$ cat src/core/pit_params.svh
// Purpose: constants of the periodic interrupt timer: register indexes, field positions, resets, divider bases
// Assumes: register byte address is four times the register index
// Notes: definitions only
`ifndef PIT_PARAMS_SVH
`define PIT_PARAMS_SVH

// register indexes, byte address is index times four
`define PIT_IDX_CLOCK_SELECT 8'h39
`define PIT_IDX_CONTROL 8'h3b
`define PIT_IDX_IRQ_STATUS 8'h3c
`define PIT_IDX_IRQ_CLEAR 8'h3d
`define PIT_IDX_IRQ_ENABLE 8'h3e
`define PIT_IDX_COUNT 8'h3f

// clock select fields
`define PIT_CLKSEL_PSEUDO_STOP_BIT 6
`define PIT_CLKSEL_STOP_RUN_BIT 3
`define PIT_CLKSEL_SOURCE_BIT 1

// interrupt status, clear and enable fields
`define PIT_IRQ_TIMEOUT_BIT 7
`define PIT_IRQ_OSC_LOSS_BIT 1

// reset values
`define PIT_CONTROL_RESET 8'h00
`define PIT_CLOCK_SELECT_RESET 8'h00
`define PIT_IRQ_ENABLE_RESET 8'h00

// ahb size code of a whole word
`define PIT_HSIZE_WORD 3'h2

// binary base divider is two to the power of this plus the rate code
`define PIT_BIN_EXP_OFFSET 5'h09

// decimal base dividers 1000 to 200000
`define PIT_DEC_BASE_0 18'h003e8
`define PIT_DEC_BASE_1 18'h007d0
`define PIT_DEC_BASE_2 18'h01388
`define PIT_DEC_BASE_3 18'h02710
`define PIT_DEC_BASE_4 18'h04e20
`define PIT_DEC_BASE_5 18'h0c350
`define PIT_DEC_BASE_6 18'h186a0
`define PIT_DEC_BASE_7 18'h30d40

`endif

$ cat src/core/pit_pkg.sv
// Purpose: types of the periodic interrupt timer
// Assumes: nothing beyond the constants header
// Notes: nothing is imported; users write pit_pkg::name
`default_nettype none
package pit_pkg;

  // periodic timer control register layout
  typedef struct packed {
    logic decimal_divider_select;
    logic [2:0] rate_select;
    logic [3:0] modulus_select;
  } pit_ctrl_type;

  // ahb data phase tracking
  typedef enum logic [1:0] {
    BUS_IDLE,
    BUS_WRITE,
    BUS_READ_WAIT,
    BUS_READ_DONE
  } pit_bus_state_type;

  // captured address phase
  typedef struct packed {
    logic [7:0] index;
    logic aligned;
    logic word;
  } pit_addr_type;

endpackage

`default_nettype wire

$ cat src/core/pit_top.sv
// Purpose: periodic interrupt timer with an ahb-lite register slave
// Assumes: timer clocks, oscillator status and stop request arrive as pins from other domains
// Notes: reads take one wait state, writes none; response is always okay
// Operation
// - timer counts edges of internal rc clock or oscillator clock, per source select
// - in stop, counting continues only with pseudo stop, stop-run enable and oscillator source
// - control register is readable and writable at any time
// - any control register write restarts the time-out period
// - any change of the source select bit restarts the time-out period
// - control bit 7 picks binary or decimal prescaler family
// - binary rate codes 001 to 111 give bases two to the 10 to 16
// - modulus field multiplies the base divider by its value plus one
// - binary rate code 000 disables the timer; all-zero control after reset
// - interrupt raised while the timer flag is set and its enable is 1
// - source select takes 1 only with oscillator up; loss forces it to 0
// - timer freezes in stop without stop-run enable or with rc clock, count held
//
// Added by the designer: the AHB-Lite slave port.
`timescale 1ns/1ps
`default_nettype none
`include "pit_params.svh"

module pit_top #(
  parameter int CW = 18,
  parameter int MW = 4
) (
  // clock and reset
  input wire logic CLK,
  input wire logic SYS_RST,
  // ahb-lite slave
  input wire logic HSEL,
  input wire logic [31:0] HADDR,
  input wire logic [1:0] HTRANS,
  input wire logic HWRITE,
  input wire logic [2:0] HSIZE,
  input wire logic [31:0] HWDATA,
  input wire logic HREADY,
  output logic [31:0] HRDATA,
  output logic HREADYOUT,
  output logic HRESP,
  // timer clocks and system status pins
  input wire logic INTERNAL_RC_CLOCK,
  input wire logic OSCILLATOR_CLOCK,
  input wire logic OSCILLATOR_UP_STATUS,
  input wire logic STOP_MODE,
  // interrupt and time-out
  output logic PERIODIC_IRQ,
  output logic TIMEOUT_PULSE
);

  // pin synchronisers, stage one feeds stage two only
  logic [3:0] sync_one;
  logic [3:0] sync_two;
  logic irc_prev;
  logic osc_prev;
  logic irc_rise;
  logic osc_rise;
  logic osc_up;
  logic stop_req;

  always_ff @(posedge CLK or posedge SYS_RST) begin
    if (SYS_RST) begin
      sync_one <= 4'h0;
      sync_two <= 4'h0;
      irc_prev <= 1'b0;
      osc_prev <= 1'b0;
    end else begin
      sync_one <= {STOP_MODE, OSCILLATOR_UP_STATUS, OSCILLATOR_CLOCK, INTERNAL_RC_CLOCK};
      sync_two <= sync_one;
      irc_prev <= sync_two[0];
      osc_prev <= sync_two[1];
    end
  end

  assign irc_rise = sync_two[0] && !irc_prev;
  assign osc_rise = sync_two[1] && !osc_prev;
  assign osc_up = sync_two[2];
  assign stop_req = sync_two[3];

  // ahb address and data phase tracking
  pit_pkg::pit_bus_state_type bus_state;
  pit_pkg::pit_bus_state_type next_bus_state;
  pit_pkg::pit_addr_type bus_addr;
  pit_pkg::pit_addr_type next_bus_addr;
  logic [31:0] next_hrdata;
  logic [31:0] read_value;
  logic accept;
  logic wr_strobe;
  logic wr_hit;

  assign accept = HSEL && HTRANS[1] && HREADY;
  assign wr_strobe = (bus_state == pit_pkg::BUS_WRITE);
  assign wr_hit = wr_strobe && bus_addr.aligned && bus_addr.word;
  assign HREADYOUT = (bus_state != pit_pkg::BUS_READ_WAIT);
  assign HRESP = 1'b0;

  always_comb begin
    next_bus_state = bus_state;
    next_bus_addr = bus_addr;
    next_hrdata = HRDATA;
    unique case (bus_state)
      pit_pkg::BUS_READ_WAIT: begin
        next_hrdata = read_value;
        next_bus_state = pit_pkg::BUS_READ_DONE;
      end
      pit_pkg::BUS_IDLE, pit_pkg::BUS_WRITE, pit_pkg::BUS_READ_DONE: begin
        if (accept) begin
          next_bus_addr.index = HADDR[9:2];
          next_bus_addr.aligned = (HADDR[1:0] == 2'h0) && (HADDR[31:10] == 22'h0);
          next_bus_addr.word = (HSIZE == `PIT_HSIZE_WORD);
          next_bus_state = HWRITE ? pit_pkg::BUS_WRITE : pit_pkg::BUS_READ_WAIT;
        end else begin
          next_bus_state = pit_pkg::BUS_IDLE;
        end
      end
    endcase
  end

  always_ff @(posedge CLK or posedge SYS_RST) begin
    if (SYS_RST) begin
      bus_state <= pit_pkg::BUS_IDLE;
      bus_addr <= '0;
      HRDATA <= 32'h0;
    end else begin
      bus_state <= next_bus_state;
      bus_addr <= next_bus_addr;
      HRDATA <= next_hrdata;
    end
  end

  // registers
  pit_pkg::pit_ctrl_type ctrl;
  pit_pkg::pit_ctrl_type next_ctrl;
  logic [7:0] clock_select;
  logic [7:0] next_clock_select;
  logic [7:0] irq_status;
  logic [7:0] next_irq_status;
  logic [7:0] irq_enable;
  logic [7:0] next_irq_enable;
  logic [7:0] irq_events;
  logic ctrl_write;
  logic source_change;
  logic osc_loss;
  logic timeout;

  assign ctrl_write = wr_hit && (bus_addr.index == `PIT_IDX_CONTROL);

  always_comb begin
    next_ctrl = ctrl;
    next_clock_select = clock_select;
    next_irq_enable = irq_enable;
    if (ctrl_write) begin
      next_ctrl = pit_pkg::pit_ctrl_type'(HWDATA[7:0]);
    end
    if (wr_hit && (bus_addr.index == `PIT_IDX_IRQ_ENABLE)) begin
      next_irq_enable = HWDATA[7:0];
    end
    if (wr_hit && (bus_addr.index == `PIT_IDX_CLOCK_SELECT)) begin
      next_clock_select[`PIT_CLKSEL_PSEUDO_STOP_BIT] = HWDATA[`PIT_CLKSEL_PSEUDO_STOP_BIT];
      next_clock_select[`PIT_CLKSEL_STOP_RUN_BIT] = HWDATA[`PIT_CLKSEL_STOP_RUN_BIT];
      // a one is taken only while the oscillator is up
      next_clock_select[`PIT_CLKSEL_SOURCE_BIT] = HWDATA[`PIT_CLKSEL_SOURCE_BIT] && osc_up;
    end
    if (!osc_up) begin
      next_clock_select[`PIT_CLKSEL_SOURCE_BIT] = 1'b0;
    end
  end

  assign source_change = (next_clock_select[`PIT_CLKSEL_SOURCE_BIT] != clock_select[`PIT_CLKSEL_SOURCE_BIT]);
  assign osc_loss = !osc_up && clock_select[`PIT_CLKSEL_SOURCE_BIT];

  always_ff @(posedge CLK or posedge SYS_RST) begin
    if (SYS_RST) begin
      ctrl <= pit_pkg::pit_ctrl_type'(`PIT_CONTROL_RESET);
      clock_select <= `PIT_CLOCK_SELECT_RESET;
      irq_enable <= `PIT_IRQ_ENABLE_RESET;
    end else begin
      ctrl <= next_ctrl;
      clock_select <= next_clock_select;
      irq_enable <= next_irq_enable;
    end
  end

  // sticky event flags; a new event wins over a clear in the same cycle
  always_comb begin
    irq_events = 8'h0;
    irq_events[`PIT_IRQ_TIMEOUT_BIT] = timeout;
    irq_events[`PIT_IRQ_OSC_LOSS_BIT] = osc_loss;
    next_irq_status = irq_status;
    if (wr_hit && (bus_addr.index == `PIT_IDX_IRQ_CLEAR)) begin
      next_irq_status = irq_status & ~HWDATA[7:0];
    end
    next_irq_status = next_irq_status | irq_events;
  end

  always_ff @(posedge CLK or posedge SYS_RST) begin
    if (SYS_RST) begin
      irq_status <= 8'h0;
    end else begin
      irq_status <= next_irq_status;
    end
  end

  assign PERIODIC_IRQ = |(irq_status & irq_enable);

  // divider selection
  logic [CW-1:0] base_m1;
  logic timer_enabled;
  logic selected_tick;
  logic stop_run_allowed;
  logic run;
  logic restart;
  logic [CW-1:0] pre_count;
  logic [MW-1:0] mod_count;

  always_comb begin
    base_m1 = '0;
    if (ctrl.decimal_divider_select) begin
      unique case (ctrl.rate_select)
        3'h0: base_m1 = CW'(`PIT_DEC_BASE_0 - 18'h00001);
        3'h1: base_m1 = CW'(`PIT_DEC_BASE_1 - 18'h00001);
        3'h2: base_m1 = CW'(`PIT_DEC_BASE_2 - 18'h00001);
        3'h3: base_m1 = CW'(`PIT_DEC_BASE_3 - 18'h00001);
        3'h4: base_m1 = CW'(`PIT_DEC_BASE_4 - 18'h00001);
        3'h5: base_m1 = CW'(`PIT_DEC_BASE_5 - 18'h00001);
        3'h6: base_m1 = CW'(`PIT_DEC_BASE_6 - 18'h00001);
        3'h7: base_m1 = CW'(`PIT_DEC_BASE_7 - 18'h00001);
      endcase
    end else begin
      // two to the power of nine plus the rate code, less one
      base_m1 = CW'((32'h1 << (`PIT_BIN_EXP_OFFSET + {2'h0, ctrl.rate_select})) - 32'h1);
    end
  end

  assign timer_enabled = ctrl.decimal_divider_select || (ctrl.rate_select != 3'h0);
  assign selected_tick = clock_select[`PIT_CLKSEL_SOURCE_BIT] ? osc_rise : irc_rise;

  // when stop halts the timer the counter holds; it is not cleared
  assign stop_run_allowed = clock_select[`PIT_CLKSEL_PSEUDO_STOP_BIT]
                            && clock_select[`PIT_CLKSEL_SOURCE_BIT]
                            && clock_select[`PIT_CLKSEL_STOP_RUN_BIT];
  assign run = timer_enabled && (!stop_req || stop_run_allowed);
  assign restart = ctrl_write || source_change;

  pit_divider #(
    .CW(CW),
    .MW(MW)
  ) u_divider (
    .clk(CLK),
    .rst(SYS_RST),
    .tick(selected_tick),
    .restart(restart),
    .run(run),
    .base_m1(base_m1),
    .modulus(ctrl.modulus_select),
    .timeout(timeout),
    .pre_count(pre_count),
    .mod_count(mod_count)
  );

  assign TIMEOUT_PULSE = timeout;

  // register read mux
  always_comb begin
    read_value = 32'h0;
    if (bus_addr.aligned) begin
      unique case (bus_addr.index)
        `PIT_IDX_CONTROL: read_value = {24'h0, ctrl};
        `PIT_IDX_CLOCK_SELECT: read_value = {24'h0, clock_select};
        `PIT_IDX_IRQ_STATUS: read_value = {24'h0, irq_status};
        `PIT_IDX_IRQ_ENABLE: read_value = {24'h0, irq_enable};
        `PIT_IDX_COUNT: read_value = 32'({mod_count, pre_count});
        default: read_value = 32'h0;
      endcase
    end
  end

endmodule // pit_top

`default_nettype wire

$ cat src/core/pit_divider.sv
// Purpose: prescaler and modulus counter producing one pulse per time-out period
// Assumes: tick is a one-cycle pulse per edge of the selected timer clock
// Notes: restart wins over counting; count holds while run is low
`timescale 1ns/1ps
`default_nettype none

module pit_divider #(
  parameter int CW = 18,
  parameter int MW = 4
) (
  // clock and reset
  input wire logic clk,
  input wire logic rst,
  // control
  input wire logic tick,
  input wire logic restart,
  input wire logic run,
  input wire logic [CW-1:0] base_m1,
  input wire logic [MW-1:0] modulus,
  // results
  output logic timeout,
  output logic [CW-1:0] pre_count,
  output logic [MW-1:0] mod_count
);

  logic [CW-1:0] next_pre_count;
  logic [MW-1:0] next_mod_count;
  logic next_timeout;

  always_comb begin
    next_pre_count = pre_count;
    next_mod_count = mod_count;
    next_timeout = 1'b0;
    if (restart) begin
      next_pre_count = '0;
      next_mod_count = '0;
    end else if (run && tick) begin
      if (pre_count >= base_m1) begin
        next_pre_count = '0;
        if (mod_count >= modulus) begin
          next_mod_count = '0;
          next_timeout = 1'b1;
        end else begin
          next_mod_count = mod_count + 1'b1;
        end
      end else begin
        next_pre_count = pre_count + 1'b1;
      end
    end
  end

  always_ff @(posedge clk or posedge rst) begin
    if (rst) begin
      pre_count <= '0;
      mod_count <= '0;
      timeout <= 1'b0;
    end else begin
      pre_count <= next_pre_count;
      mod_count <= next_mod_count;
      timeout <= next_timeout;
    end
  end

endmodule // pit_divider

`default_nettype wire

$ cat config.mk
export PLATFORM = sky130hd
export DESIGN_NAME = pit_top
export DESIGN_NICKNAME = d
export VERILOG_FILES = /design/src/core/pit_pkg.sv /design/src/core/pit_top.sv /design/src/core/pit_divider.sv
export VERILOG_INCLUDE_DIRS = /design/src /design/src/core
export SDC_FILE = /design/constraint.sdc
export NUM_CORES = 1
export LEC_CHECK = 0
export ABC_AREA = 1
export BUFFER_PORTS_ARGS = -buffer_cell sky130_fd_sc_hd__buf_2
export CAP_MARGIN = 0
export CORE_MARGIN = 1
export CORE_UTILIZATION = 52
export DETAILED_ROUTE_END_ITERATION = 8
export GPL_TIMING_DRIVEN = 1
export PLACE_DENSITY = 0.77
export SKIP_LAST_GASP = 1
export SLEW_MARGIN = 30
export SYNTH_ARGS = -nofsm -noshare
export SYNTH_HDL_FRONTEND = slang
export SYNTH_SLANG_ARGS = --single-unit
$ cat constraint.sdc
create_clock -name CLK -period 8.1 [get_ports CLK]
set_clock_uncertainty 0.1 [all_clocks]
set_input_delay 1.62 -clock CLK [delete_from_list [all_inputs] [get_ports CLK]]
set_output_delay 1.62 -clock CLK [all_outputs]
set_load 0.01 [all_outputs]
==> results.yml, run 1 <==
global_routing:
  grt_busiest_layer: "met2"
  grt_pass1_vias: 5210
  grtUsageMet1: 0.378
  grt_util_met2: 0.446
  grt_usage: 0.276
  use_met3: 0.0323
  grt_pass1_wl_um: 25100
  grt_max_degree: 52
  overflow: 0
  antenna_found_initial: 0
cts:
  cts-root-buf: "clkbuf_16"
  htreeDepth: 3
  ctsHoldBuffers: 0
  clk_pin_slew_worst_paths_ns: 0.06
  clockBufferDepth: 2
  cts_buffers: 9
  clock_latency_ns: 0.34
  cts.sinks: 94
  ctsResizeCount: 0
  cts_tree: "yes"
  cts_setup_buffers: 0
logic_synthesis:
  avgSynthCellArea_um2: 7.27
  netlist.area_leader.share: 0.397
  synth.most_common_cell: "nand2_1"
  synth_cell_types: 39
  ys_seq_area_frac: 0.397
  synthTopCellsByCount: "nand2_1, dfrtp_1, inv_1"
  yosysTopAreaCell: "dfrtp_1"
  ys_ff_latch: 94
  async_reset_ff_frac: 1.00
  yosysWarnings: 0
  syn_inst: 816
  synth-edff-count: 0
  syn_area_mm2: 0.00593
  synth.area.top_cells: "dfrtp_1, nand2_1, ha_1"
  synth_ff_type: "dfrtp_1"
placement:
  placed_area_mm2: 0.00638
  io_buffers: 77
  hpwl_um: 11000
  gp_congestion: 0.880
  dp_cells: 1015
detailed_routing:
  routed_wirelength_um: 15200
  num_vias: 5657
  vias_per_cell: 5.49
  drc_errors: 0
  drt-wirelength-per-cell_um: 14.8
  drt_iter0_markers: 452
  dr.pass1.iters: 6
  ant_nets: 0
die:
  die_h_um: 109
  die-area_mm2: 0.0118
  core_mm2: 0.0110
  start_util: 0.540
  num_rows: 38
  chipWidth_um: 109
  io_pins: 114
flow_run:
  max-cap-violations: 0
worst_setup_path:
  cp.required_ns: 8.23
  critPathLaunchType: "register"
  startpoint: "ctrl[5]"
  regToRegStartpoint: "ctrl[5]"
  r2r-end: "u_divider.mod_count[1]"
  crit_path_end_kind: "register"
  cp.arrival_ns: 4.46
  crit_end: "u_divider.mod_count[1]"
  crit_fanout: 18
  ff2ff_setup_slack_ns: 3.77
  crit_type: "reg -> reg"
  reg2reg_depth: 22
cells_and_area:
  postLayoutCellArea_mm2: 0.00670
  n_antenna_cell: 0
  final_nets: 999
  syn2layout_area_growth_pct: 13.0
  finalNonFillerCells: 1031
  fill_cells: 1000
  drive_gt1_frac: 0.122
timing:
  worst_slew_pin_slew_ns: 0.951
  fin_crit_sh: 0.535
  hold_viol_final: 0
  rsz0062_at_grt: "false"
  period_minus_slack_ns: 4.33
  fmax_mhz: 231
  holdWs_ns: 0.251
  setup_viol: 0
  maxSlewHeadroom: 0.365
  tns_ns: 0
  slew_viol_final: 0
run_status:
  status: "finished clean"
hold_path:
  whs_path_depth: 0
  hold_start: "sync_one[1]"
  holdCritPathClass: "reg -> reg"
power_and_ir_drop:
  p_leak_nw: 3.75
  ir_drop_mv: 0.131
  powerDensity_mw_per_mm2: 166
[where the power goes]
group	internal, mW	total [mW]	switching, mW
sequential	0.498	0.528	0.0304
clock	0.265	0.434	0.168
combinational	0.0477	0.150	0.102
total	0.811	1.11	0.301
[layout make-up]
class / count / area (um^2) / share of cell area
Clock buffer: 14 / 274 / 0.0409
Clock inverter: 2 / 38.8 / 0.00579
Inverter: 96 / 363 / 0.0541
Multi-Input combinational cell: 605 / 3090 / 0.461
Sequential cell: 94 / 2350 / 0.351
Tap cell: 140 / 175 / 0.0261
Timing Repair Buffer: 80 / 408 / 0.0609
[kinds of logic after synthesis]
logic type,share of synthesized area
AOI/OAI and AO/OA,0.0930
xor gates and xnor gates,0.0251
adders and majority gates,0.0738
buffers and inverters,0.0907
DFF,0.397
other,0.000632
and+or+nand+nor,0.320
[through the flow]
stage / setup WS [ns] / power, mW / utilization
final: 3.77 / 1.11 / 0.610
after global routing: 3.36 / 1.16 / 0.610
after CTS: 3.84 / 1.12 / 0.609
after detailed placement: 3.86 / 0.683 / 0.581
after global placement: 3.85 / 0.680 / 0.581
after floorplan: 3.93 / 0.633 / -
[cells in the final DEF (no fill, tap or decap), drive strengths merged, types with 2 or more instances in the layout]
cell	netlist	routed
ha	35	35
nor4	6	6
or2	2	2
nand3	76	76
a21oi	19	19
o22ai	4	4
nand4	18	18
o41ai	8	8
dfrtp	94	94
o21a	5	5
o211ai	2	2
conb	1	11
inv	93	93
clkinv	3	4
and2	2	2
nand2	249	249
buf	20	80
clkbuf	11	14
nor3	11	11
o2111ai	3	3
o21ai	51	51
xor2	16	16
nor2	81	81
[critical path: stages (launching register included)]
cell,delay (ns)
dfrtp_1,0.60
ha_1,0.31
ha_1,0.32
inv_1,0.22
nand3_1,0.20
nand2_1,0.15
nor2_1,0.35
nand2_1,0.11
nand2_1,0.07
nand3_1,0.11
nand2_1,0.11
inv_1,0.05
ha_1,0.28
nand2_1,0.09
nor2_1,0.06
and2_1,0.14
a21oi_1,0.14
nand3_1,0.08
buf_4,0.20
nand2_1,0.19
nand2_1,0.18
nand2_1,0.12
nand2_1,0.06
[per-layer routing]
metal / vias to the layer above / share of wire
met5: - / 0
met4: 0 / 0.030
met3: 42 / 0.057
met2: 212 / 0.47
met1: 2620 / 0.45
li1: 2783 / -
[flip-flops by register name, indices dropped and copies added, names as in the netlist, 2 cells and up]
register	count
irq_enable	8
sync_two	4
sync_one	4
bus_state	2
ctrl	8
clock_select	3
bus_addr	10
u_divider.pre_count	18
u_divider.mod_count	4
irq_status	8
HRDATA	22
[worst min-delay path by stage]
| stage | slack [ns] | to |
|---|---|---|
| 6_report | 0.25 | sync_two[1] |
| 5_1_grt | 0.26 | sync_two[1] |
| 4_1_cts | 0.25 | sync_two[1] |
| 3_5_place_dp | 0.24 | sync_two[1] |
| 3_3_place_gp | 0.23 | sync_two[2] |
| 2_1_floorplan | 0.23 | sync_two[0] |
Power figures use the tool's default switching activity.
==> run 2, diff against run 1 <==
Settings changed: ABC_AREA 1 to 0, CORE_UTILIZATION 52 to 50, PLACE_DENSITY 0.77 to 0.78.
Clock period 8.1 ns to 3.9 ns, I/O delays scaled along.
==> run 2 against run 1 <==
Critical path depth shrank 4; cell count shrank 22%; worst setup slack worse by 3.7 ns; non-clock buffer count up 33; synthesized cell count fell by 31%; sequential power increased by 120%; worst hold slack better by 0.010 ns; total power grew 110%; combinational power grew to 3.0 times the previous value; first-iteration DRC count shrank 6.2%; largest power group unchanged; highest routed layer unchanged.
==> results.yml, run 2 <==
detailed_routing:
  vias_per_cell: 5.91
  routed_wirelength_um: 14300
  drc_errors: 0
  drt_iter0_markers: 424
  num_vias: 4777
  dr.pass1.iters: 6
  drt-wirelength-per-cell_um: 17.7
  ant_nets: 0
hold_path:
  whs_path_depth: 0
  holdCritPathClass: "reg -> reg"
  min_delay_worst_endpoint: "sync_two[0]"
  hold_start: "sync_one[0]"
logic_synthesis:
  yosysWarnings: 0
  synth_simple_gate_area_frac: 0.209
  synthAdderAreaFrac: 0.0783
  avgSynthCellArea_um2: 9.86
  yosysTopAreaCell: "dfrtp_1"
  synth-edff-count: 0
  synth_top_family_by_area: "simple AND/OR/NAND/NOR gates"
  netlist.area_leader.share: 0.421
  synth.area.top_cells: "dfrtp_1, ha_1, nand2_1"
  synth.most_common_cell: "dfrtp_1"
  async_reset_ff_frac: 1.00
  synthMuxAreaShare: 0.0470
  synth_cell_types: 72
  yosys.area_share.xor_xnor: 0.0282
  synthTopCellsByCount: "dfrtp_1, nand2_1, ha_1"
  synth_compound_area_frac: 0.167
  ys_ff_latch: 94
  synth_ff_type: "dfrtp_1"
  syn_area_mm2: 0.00559
  ys_seq_area_frac: 0.421
  syn_inst: 567
cts:
  htreeDepth: 3
  cts-root-buf: "clkbuf_8"
  cts_buffers: 9
  clock_latency_ns: 0.38
  clk_pin_slew_worst_paths_ns: 0.09
  cts.sinks: 94
  clockBufferDepth: 2
  cts_tree: "yes"
cells_and_area:
  largest_reg_flops: 22
  top_register: "HRDATA"
  finish.utilization: 0.615
  syn2layout_area_growth_pct: 19.8
  n_antenna_cell: 0
  mostFrequentLayoutCells: "dfrtp_1, buf_2, nand2_1"
  postLayoutCellArea_mm2: 0.00670
  reg_top3: "HRDATA (22), u_divider.pre_count (18), bus_addr (10)"
  final_nets: 776
  drive_gt1_frac: 0.277
  layout_commonest_cell: "dfrtp_1"
timing:
  hold_viol_final: 0
  period_minus_slack_ns: 3.82
  holdWs_ns: 0.262
  slew_viol_final: 0
  rsz0062_at_grt: "true"
  fmax_mhz: 262
  setup_viol: 0
  fin_crit_sh: 0.978
  worst_slew_pin_slew_ns: 0.858
  maxSlewHeadroom: 0.423
global_routing:
  grt_pass1_wl_um: 23100
  overflow: 0
  grt_max_degree: 45
  grt_usage: 0.254
  grt_pass1_vias: 4644
  antenna_found_initial: 0
die:
  chipWidth_um: 108
  die_h_um: 108
  die-area_mm2: 0.0116
  io_pins: 114
  start_util: 0.514
  num_rows: 38
  core_mm2: 0.0109
worst_setup_path:
  critPathLaunchType: "register"
  crit_path_end_kind: "register"
  crit_fanout: 6
  slowest_stage: "dfrtp_1"
  cp.required_ns: 4.07
  cpMostUsedCell: "buf_6"
  worst-path-buf-inv: 4
  ff2ff_setup_slack_ns: 0.08
  crit_type: "reg -> reg"
  max_stage_delay_ns: 0.40
  reg2reg_depth: 18
  r2r-end: "u_divider.mod_count[3]"
  regToRegStartpoint: "ctrl[4]"
  critPathTopFamily: "compound AO/OA/AOI/OAI gates"
  cp.arrival_ns: 3.98
  path_cells: "buf_6 > clkinvlp_4 > ha_4 > or3_4 > a21oi_4 > o21ba_4 > o21ai_2 > xor2_1 > mux2i_1 > ha_1 > and4_1 > nand2_2 > nor3_4 > a211oi_4 > buf_6 > buf_4 > a211o_1 > a32o_1"
power_and_ir_drop:
  p_leak_nw: 3.16
  powerDensity_mw_per_mm2: 341
  ir_drop_mv: 0.223
  power_mw: 2.28
placement:
  io_buffers: 77
  hpwl_um: 10400
  placed_area_mm2: 0.00622
  gp_congestion: 0.898
flow_run:
  max-cap-violations: 0
run_status:
  status: "finished clean"
[run 2: what timing repair did]
| item | CTS | global route |
|---|---|---|
| pin swaps | 1 | 25 |
| gates resized for setup | 9 | 34 |
| setup buffers | 2 | 5 |
| hold buffers | 0 | 0 |
| endpoints found under the setup margin | 23 | 23 |
[run 2: cells by family (layout without fill, tap and decap cells)]
group	count (synthesis)	after routing
buf+inv	57	148
fa+ha+maj	35	35
simple gates	213	213
xor+xnor	18	18
compound gates	125	125
other cells	1	11
mux	24	24
flops	94	94
[run 2: worst register-to-register path: stages (launching register included)]
cell	delay, ns
dfrtp_1	0.40
buf_6	0.13
clkinvlp_4	0.14
ha_4	0.21
or3_4	0.38
a21oi_4	0.15
o21ba_4	0.18
o21ai_2	0.06
xor2_1	0.13
mux2i_1	0.10
ha_1	0.33
and4_1	0.21
nand2_2	0.09
nor3_4	0.22
a211oi_4	0.10
buf_6	0.14
buf_4	0.14
a211o_1	0.26
a32o_1	0.25
[run 2: worst max-delay path by stage]
stage                 start                      to  slack (ns)  cells after the start
CTS                 ctrl[4]  u_divider.pre_count[8]        0.01                     16
global placement    ctrl[5]  u_divider.mod_count[1]       -0.05                     18
global route        ctrl[4]  u_divider.pre_count[4]       -0.08                     18
finish              ctrl[4]  u_divider.mod_count[3]        0.08                     18
floorplan           ctrl[4]  u_divider.pre_count[1]        0.06                     17
detailed placement  ctrl[5]  u_divider.pre_count[8]       -0.13                     16
[run 2: final cells by class]
type                            instances  area [um^2]
Clock buffer                            9          124
Clock inverter                          7         80.1
Fill cell                             869         4190
Inverter                               19         76.3
Multi-Input combinational cell        426         3220
Sequential cell                        94         2350
Tap cell                              140          175
Timing Repair Buffer                  113          667
[run 2: through the flow]
step / cells / TNS, ns / setup slack (ns)
4_1_cts: 803 / 0 / 0.0100
5_1_grt: 808 / -0.728 / -0.0850
3_3_place_gp: 785 / -0.495 / -0.0478
2_1_floorplan: 577 / 0 / 0.0554
6_report: 808 / 0 / 0.0839
3_5_place_dp: 785 / -2.03 / -0.134
[run 2: report_power, final]
part	internal, mW	leakage [nW]	total (mW)	switching, mW
clock network	0.307	0.103	0.690	0.383
logic	0.179	1.84	0.452	0.273
registers	1.03	1.22	1.14	0.105
total	1.52	3.16	2.28	0.761
[run 2: routing by layer]
metal  global-route usage  wire length, um  part of all wire
met1                0.335             6090              0.43
met4               0.0783              307             0.022
met2                0.426             7090              0.50
met3               0.0424              786             0.055
met5                    0                0                 0
